==> config.mk <==
export PLATFORM = sky130hd
export DESIGN_NAME = rfs_recovery_select
export DESIGN_NICKNAME = d
export VERILOG_FILES = /design/src/rtl/rfs_pkg.sv /design/src/rtl/rfs_recovery_select.sv
export SDC_FILE = /design/constraint.sdc
export NUM_CORES = 1
export LEC_CHECK = 0
export BUFFER_PORTS_ARGS = -buffer_cell sky130_fd_sc_hd__buf_2
export CORE_ASPECT_RATIO = 0.75
export CORE_UTILIZATION = 45
export CTS_CLUSTER_SIZE = 24
export DETAILED_ROUTE_END_ITERATION = 6
export HOLD_SLACK_MARGIN = 0.06
export MAX_ROUTING_LAYER = met4
export SETUP_SLACK_MARGIN = 0.3
export SYNTH_ARGS = -nofsm -noshare
export SYNTH_HDL_FRONTEND = slang
export SYNTH_SLANG_ARGS = --single-unit
==> constraint.sdc <==
create_clock -name clk_i -period 7.21 [get_ports clk_i]
set_input_delay 0.3605 -clock clk_i [delete_from_list [all_inputs] [get_ports clk_i]]
set_output_delay 0.3605 -clock clk_i [all_outputs]
set_load 0.05 [all_outputs]
==> src/rtl/rfs_pkg.sv <==
`default_nettype none
package rfs_pkg;
  // ==========================================================
  // register map
  localparam logic [7:0] RFS_N_OFS = 8'h0b;
  localparam logic [7:0] RFS_M_OFS = 8'h0c;
  localparam logic [7:0] RFS_N_RST = 8'h00;
  localparam logic [7:0] RFS_M_RST = 8'h00;
  // ==========================================================
  // field layout
  localparam int RFS_SRC_BIT = 7;
  localparam int RFS_M_MSB = 6;
  localparam int RFS_N_MSB = 7;
  // ==========================================================
  // frequency range, in kHz
  localparam int RFS_FMIN_KHZ = 50000;
  localparam int RFS_FMAX_KHZ = 248000;
  // recovery mode states
  typedef enum logic {RFS_NORMAL, RFS_RECOVER} rfs_state_t;
endpackage : rfs_pkg
`default_nettype wire

==> src/rtl/rfs_recovery_select.sv <==
`timescale 1ns/10ps
`default_nettype none
module rfs_recovery_select
  import rfs_pkg::*;
#(
  parameter int REF_KHZ = 14318
) (
  // clock and reset
  input wire logic clk_i,
  input wire logic rst_i,
  // byte register port from the serial interface
  input wire logic wr_en_i,
  input wire logic rd_en_i,
  input wire logic [7:0] addr_i,
  input wire logic [7:0] wdata_i,
  output logic [7:0] rdata_o,
  // watchdog and ratio controls
  input wire logic wd_timeout_i,
  input wire logic recovery_release_i,
  input wire logic strap_ratio_bypass_i,
  input wire logic [4:0] latched_strap_select_i,
  input wire logic [4:0] sw_ratio_select_i,
  // synthesizer steering
  output logic recovery_active_o,
  output logic use_programmed_o,
  output logic [7:0] applied_feedback_o,
  output logic [6:0] applied_reference_o,
  output logic [4:0] applied_strap_select_o,
  output logic [4:0] ratio_select_o,
  output logic freq_update_o,
  output logic prog_in_range_o
);
  // ==========================================================
  // register state
  logic [7:0] recovery_feedback_count_r, recovery_feedback_count_nxt;
  logic [6:0] recovery_reference_count_r, recovery_reference_count_nxt;
  logic recovery_source_pick_r, recovery_source_pick_nxt;
  rfs_state_t state_r, state_nxt;
  logic [7:0] rdata_r, rdata_nxt;
  logic use_prog_r, use_prog_nxt;
  logic [7:0] app_n_r, app_n_nxt;
  logic [6:0] app_m_r, app_m_nxt;
  logic [4:0] app_fs_r, app_fs_nxt;
  logic [4:0] ratio_r, ratio_nxt;
  logic upd_r, upd_nxt;
  logic range_r, range_nxt;
  logic act_r, act_nxt;
  logic wr_n, wr_m;

  // range test without a divider: min*M <= ref*N <= max*M
  function automatic logic in_range(input logic [7:0] n, input logic [6:0] m);
    logic [31:0] f;
    logic [31:0] lo;
    logic [31:0] hi;
    f = 32'(REF_KHZ) * 32'(n);
    lo = 32'(RFS_FMIN_KHZ) * 32'(m);
    hi = 32'(RFS_FMAX_KHZ) * 32'(m);
    return (m != 7'h00) && (f >= lo) && (f <= hi);
  endfunction : in_range

  assign wr_n = wr_en_i && (addr_i == RFS_N_OFS);
  assign wr_m = wr_en_i && (addr_i == RFS_M_OFS);

  // register writes and reads; unmapped reads give zero
  always_comb begin
    recovery_feedback_count_nxt = recovery_feedback_count_r;
    recovery_reference_count_nxt = recovery_reference_count_r;
    recovery_source_pick_nxt = recovery_source_pick_r;
    rdata_nxt = rdata_r;
    if (wr_n) begin
      recovery_feedback_count_nxt = wdata_i[RFS_N_MSB:0];
    end
    if (wr_m) begin
      recovery_reference_count_nxt = wdata_i[RFS_M_MSB:0];
      recovery_source_pick_nxt = wdata_i[RFS_SRC_BIT];
    end
    if (rd_en_i) begin
      case (addr_i)
        RFS_N_OFS: rdata_nxt = recovery_feedback_count_r;
        RFS_M_OFS: rdata_nxt = {recovery_source_pick_r, recovery_reference_count_r};
        default: rdata_nxt = 8'h00;
      endcase
    end
  end

  always_ff @(posedge clk_i) begin
    if (rst_i) begin
      recovery_feedback_count_r <= RFS_N_RST;
      recovery_reference_count_r <= RFS_M_RST[RFS_M_MSB:0];
      recovery_source_pick_r <= RFS_M_RST[RFS_SRC_BIT];
      rdata_r <= 8'h00;
    end else begin
      recovery_feedback_count_r <= recovery_feedback_count_nxt;
      recovery_reference_count_r <= recovery_reference_count_nxt;
      recovery_source_pick_r <= recovery_source_pick_nxt;
      rdata_r <= rdata_nxt;
    end
  end

  // recovery mode: time-out locks in, release hands back; time-out wins
  always_comb begin
    state_nxt = state_r;
    case (state_r)
      RFS_NORMAL: if (wd_timeout_i) state_nxt = RFS_RECOVER;
      RFS_RECOVER: if (recovery_release_i && !wd_timeout_i) state_nxt = RFS_NORMAL;
      default: state_nxt = RFS_NORMAL;
    endcase
  end

  always_ff @(posedge clk_i) begin
    if (rst_i) begin
      state_r <= RFS_NORMAL;
    end else begin
      state_r <= state_nxt;
    end
  end

  // applied frequency source; values follow the registers live, so a single
  // byte write already moves the output - the host must pair its writes
  always_comb begin
    use_prog_nxt = recovery_source_pick_nxt;
    app_n_nxt = recovery_feedback_count_nxt;
    app_m_nxt = recovery_reference_count_nxt;
    app_fs_nxt = latched_strap_select_i;
    ratio_nxt = strap_ratio_bypass_i ? sw_ratio_select_i : latched_strap_select_i;
    upd_nxt = (state_nxt == RFS_RECOVER) &&
              ((state_r == RFS_NORMAL) || wr_n || wr_m);
    range_nxt = in_range(recovery_feedback_count_nxt, recovery_reference_count_nxt);
    // own flop so the mode output is not a decode of the state word
    act_nxt = (state_nxt == RFS_RECOVER);
  end

  always_ff @(posedge clk_i) begin
    if (rst_i) begin
      use_prog_r <= 1'b0;
      app_n_r <= 8'h00;
      app_m_r <= 7'h00;
      app_fs_r <= 5'h00;
      ratio_r <= 5'h00;
      upd_r <= 1'b0;
      range_r <= 1'b0;
      act_r <= 1'b0;
    end else begin
      use_prog_r <= use_prog_nxt;
      app_n_r <= app_n_nxt;
      app_m_r <= app_m_nxt;
      app_fs_r <= app_fs_nxt;
      ratio_r <= ratio_nxt;
      upd_r <= upd_nxt;
      range_r <= range_nxt;
      act_r <= act_nxt;
    end
  end

  assign rdata_o = rdata_r;
  assign recovery_active_o = act_r;
  assign use_programmed_o = use_prog_r;
  assign applied_feedback_o = app_n_r;
  assign applied_reference_o = app_m_r;
  assign applied_strap_select_o = app_fs_r;
  assign ratio_select_o = ratio_r;
  assign freq_update_o = upd_r;
  assign prog_in_range_o = range_r;

  // ==========================================================
  // checks
  timeout_enters_a: assert property (@(posedge clk_i) disable iff (rst_i)
    wd_timeout_i |=> recovery_active_o)
    else $error("time-out did not enter recovery");
  timeout_pulse_a: assert property (@(posedge clk_i) disable iff (rst_i)
    !recovery_active_o && wd_timeout_i |=> freq_update_o)
    else $error("no update on recovery entry");
  write_n_a: assert property (@(posedge clk_i) disable iff (rst_i)
    wr_n |=> applied_feedback_o == $past(wdata_i))
    else $error("N not applied after write");
  src_pick_a: assert property (@(posedge clk_i) disable iff (rst_i)
    wr_m |=> use_programmed_o == $past(wdata_i[7]))
    else $error("source pick wrong");
  m_field_a: assert property (@(posedge clk_i) disable iff (rst_i)
    wr_m |=> applied_reference_o == $past(wdata_i[6:0]))
    else $error("M field wrong");
  ratio_strap_a: assert property (@(posedge clk_i) disable iff (rst_i)
    !strap_ratio_bypass_i |=> ratio_select_o == $past(latched_strap_select_i))
    else $error("strap ratio not applied");
  ratio_sw_a: assert property (@(posedge clk_i) disable iff (rst_i)
    strap_ratio_bypass_i |=> ratio_select_o == $past(sw_ratio_select_i))
    else $error("software ratio not applied");
  write_update_a: assert property (@(posedge clk_i) disable iff (rst_i)
    recovery_active_o && !recovery_release_i && (wr_n || wr_m) |=> freq_update_o)
    else $error("write in recovery gave no update");
  range_zero_a: assert property (@(posedge clk_i) disable iff (rst_i)
    wr_m && wdata_i[6:0] == 7'h00 |=> !prog_in_range_o)
    else $error("zero M reported in range");
  // looks one edge past the reset edge, so the flops are never seen unset
  reset_val_a: assert property (@(posedge clk_i)
    rst_i |=> !use_programmed_o && applied_feedback_o == 8'h00 &&
      applied_reference_o == 7'h00 && !recovery_active_o && !freq_update_o)
    else $error("reset values not zero");
  release_exit_a: assert property (@(posedge clk_i) disable iff (rst_i)
    recovery_active_o && recovery_release_i && !wd_timeout_i |=> !recovery_active_o)
    else $error("release did not leave recovery");
  quiet_update_a: assert property (@(posedge clk_i) disable iff (rst_i)
    !recovery_active_o && !wd_timeout_i |=> !freq_update_o)
    else $error("update pulse outside recovery");
  read_n_a: assert property (@(posedge clk_i) disable iff (rst_i)
    rd_en_i && addr_i == RFS_N_OFS |=> rdata_o == $past(applied_feedback_o))
    else $error("N read back wrong");
  read_m_a: assert property (@(posedge clk_i) disable iff (rst_i)
    rd_en_i && addr_i == RFS_M_OFS |=> rdata_o == {$past(use_programmed_o), $past(applied_reference_o)})
    else $error("M read back wrong");
  strap_follow_a: assert property (@(posedge clk_i) disable iff (rst_i)
    1'b1 |=> applied_strap_select_o == $past(latched_strap_select_i))
    else $error("strap select not followed");
  // main scenarios worth seeing at least once
  enter_prog_c: cover property (@(posedge clk_i) disable iff (rst_i)
    use_programmed_o && wd_timeout_i ##1 recovery_active_o);
  enter_strap_c: cover property (@(posedge clk_i) disable iff (rst_i)
    !use_programmed_o && wd_timeout_i ##1 recovery_active_o);
  release_c: cover property (@(posedge clk_i) disable iff (rst_i)
    recovery_active_o ##1 !recovery_active_o);
  write_recover_c: cover property (@(posedge clk_i) disable iff (rst_i)
    recovery_active_o && (wr_n || wr_m) ##1 freq_update_o);
  timeout_beats_release_c: cover property (@(posedge clk_i) disable iff (rst_i)
    recovery_active_o && recovery_release_i && wd_timeout_i ##1 recovery_active_o);
endmodule : rfs_recovery_select
`default_nettype wire

==> run summary <==
Status: finished clean
Synth Area in Simple Gates: 10.9%
Reg2Reg Launch Point: applied_feedback_o[2]$_SDFF_PP0_
Setup ws final: 0.715 ns
Mapped Area: 6970 sq um
Die area: 16000 sq um
Yosys top cell by area: ha_1
Slew at the pin closest to its max-slew limit: 0.939 ns
Warnings, synthesis: 0
Highest clock rate: 154 MHz
MaxCap Viol Count: 0
Initial antenna violation count: 0
Combinational group share of total power: 16.5%
Busiest grt layer: met1
Dpl ws: 0.163 ns
DRC: 0
M1 GR Usage: 34.6%
CTS tree: done
Yosys top cell area share: 31.2%
Post-synth ARST share: 0%
Share of cells above drive strength 1: 12.5%
Hold Violations, Final: 0
Worst slew margin: 36.2%
Yosys cell types: 63
CP Launch Type: input port
FF+latch area: 741 sq um
Post-synthesis sequential area ratio: 10.6%
Die H: 110 um
H-tree Lvls: 2
Root Buffer: clkbuf_16
Multi-input logic area: 5710 sq um
HP Start: wd_timeout_i
Global-route wire length before repair: 28400 um
Post-synthesis adder-cell area fraction: 48.2%
Via count: 5557
Utilization after layout: 51.4%
Setup violators final: 0
# rows: 39
Post-synth EDFFs: 0
Clk buf depth: 2
Grt met3 use: 2.78%
Worst min path class: input port to flip-flop
Final Cycle Share: 90.1%
CTS Buf Count: 5
RSZ-0062 raised after global routing: no
Avg Vias per Cell: 5.27
GR Overflow Total: 0
Final ANT Viol Nets: 0
Top Ports: 70
Largest family of logic cells by synthesized area: adder cells
WS Path Type: input port to flip-flop
Crit path DAT: 6.67 ns
Compound-Gate Fraction of Synth Area: 13.3%
Pin count of the biggest net entering global routing: 38
Min Hold Slack: 0.305 ns
Clock power frac: 42.7%
Synthesized Nets: 1038
Mux share of post-synthesis cell area: 3.52%
Fin nets: 1115
Tmin final: 6.49 ns
Max FO, Critical Path: 9
P_sw: 152 uW
Critical path required time: 7.39 ns
Sw frac: 29.2%
Top cells by count, synth: ha_1, inv_1, fa_1
Detailed Route Iter0 Violations: 288
M2 GR Usage: 34.4%
Placed cell count: 1044
Sink Count: 37
Gpl congestion: 0.942
Post-Syn Instances: 772
Clk_lat worst skew: 0.28 ns
Hpwl dp: 15100 um
Yosys reg bits: 37
Total negative slack: 0 ns
Initial Util: 46.0%
Drt first pass iters: 7
Area contributors post-synth: ha_1, fa_1, dfxtp_1
All-Layer GR Usage: 23.2%
Worst vdd ir: 71.1 uV
Layout area overhead: 11.9%
Internal power: 369 uW
Leak pwr: 0.00463 uW
Clk_skew: 0.0143 ns
# port buffers: 69
Wire length per cell: 16.2 um
CP endpoint kind: flip-flop
Fill count: 1435
Final Max Tran Viols: 0
Non-Filler Instances: 1055
CTS Hold Bufs: 0
Sequential Power Share: 40.9%
Top FF cell, synth: dfxtp_1
Post-Synth XOR/XNOR Area: 5.35%
DRT Wirelength: 17100 um
Horiz. Die Dim: 146 um
Most numerous cell in the Yosys netlist: ha_1
Critical path origin: addr_i[7]
Clock-pin slew on the worst setup and hold paths: 0.07 ns
Antenna Cells: 0
Synthesized area per cell: 9.03 sq um
Core area: 15200 sq um
Number of global-route vias before repair: 5410
Pwr Density: 66.8 nW/um^2
[power groups by stage]
stage,sequential [uW],clock (uW),combinational [uW]
4_1_cts,213,228,84.8
6_report,213,222,85.9
3_3_place_gp,217,0,83.4
5_1_grt,214,238,93.4
3_5_place_dp,218,0,84.4
2_1_floorplan,240,0,35.9
[path summary, 6_finish.rpt]
kind,endpoint,slack (ns),cells past startpoint
worst max-delay path,prog_in_range_o$_SDFF_PP0_,0.72,25
worst min-delay path,recovery_active_o$_SDFF_PP0_,0.30,3
worst max register to register,prog_in_range_o$_SDFF_PP0_,1.24,22
worst min register to register,use_programmed_o$_SDFFE_PP0N_,0.47,2
[area by class of cell]
| type | count | area share [%] |
|---|---|---|
| clock buffer | 5 | 1.60 |
| clock inverter | 3 | 0.273 |
| inverter | 141 | 6.78 |
| multi-input combinational | 585 | 73.2 |
| sequential | 37 | 9.49 |
| tap | 205 | 3.29 |
| timing repair buffer | 79 | 5.39 |
[critical path: stages]
cell and delay [ns]:
buf_2 0.11, nor4_4 0.36, nand4_4 0.25, mux2_2 0.40, fa_2 0.71, fa_1 0.47, fa_1 0.54, inv_1 0.05
fa_1 0.53, inv_1 0.04, ha_1 0.29, o21ai_1 0.11, o211ai_1 0.23, nand3_1 0.18, a21oi_1 0.19, mux2i_1 0.09
a2111o_1 0.43, ha_1 0.32, nand3_1 0.10, nor2_1 0.21, o21ai_0 0.13, a31oi_1 0.17, o21ai_0 0.11, nor3_1 0.20
nor3_2 0.05
[per-stage QoR]
stage               power [uW]  cell area, sq um
finish                     521              7800
global route               545              7800
CTS                        526              7740
detailed placement         302              7590
global placement           301              7590
floorplan                  276              6970
[routing by layer]
layer  vias up  wire, um
met1      2633      9240
met3         6       840
met2       130      6930
met5         -         0
met4         0        74
li1       2788         -
[repair_timing]
item                       CTS  global route
gates resized for setup      0             8
hold endpoints to repair     0             0
setup endpoints to repair    0             1
buffers inserted             0             3
[placed cells by master (no fill, tap or decap), types with 10 or more instances in the layout]
cell,n
o21ai_0,16
nand2_1,23
dfxtp_1,37
xnor2_1,24
ha_1,174
a21o_1,17
inv_1,141
nor2b_1,14
xor2_1,16
a21oi_1,34
a211oi_1,13
nor2_1,51
buf_4,10
buf_2,69
mux2i_1,18
fa_1,57
[state kept, by name (all words and copies together), names as in the netlist]
name / count
rdata_o: 8
applied_feedback_o: 8
prog_in_range_o: 1
freq_update_o: 1
use_programmed_o: 1
applied_strap_select_o: 5
ratio_select_o: 5
recovery_active_o: 1
applied_reference_o: 7
[logic make-up after synthesis]
logic type | count (synthesis)
flops | 37
buf+inv | 150
xor+xnor | 41
fa+ha+maj | 233
mux | 24
simple gates | 147
compound gates | 140
No activity file was read; power rests on OpenSTA's default activity.
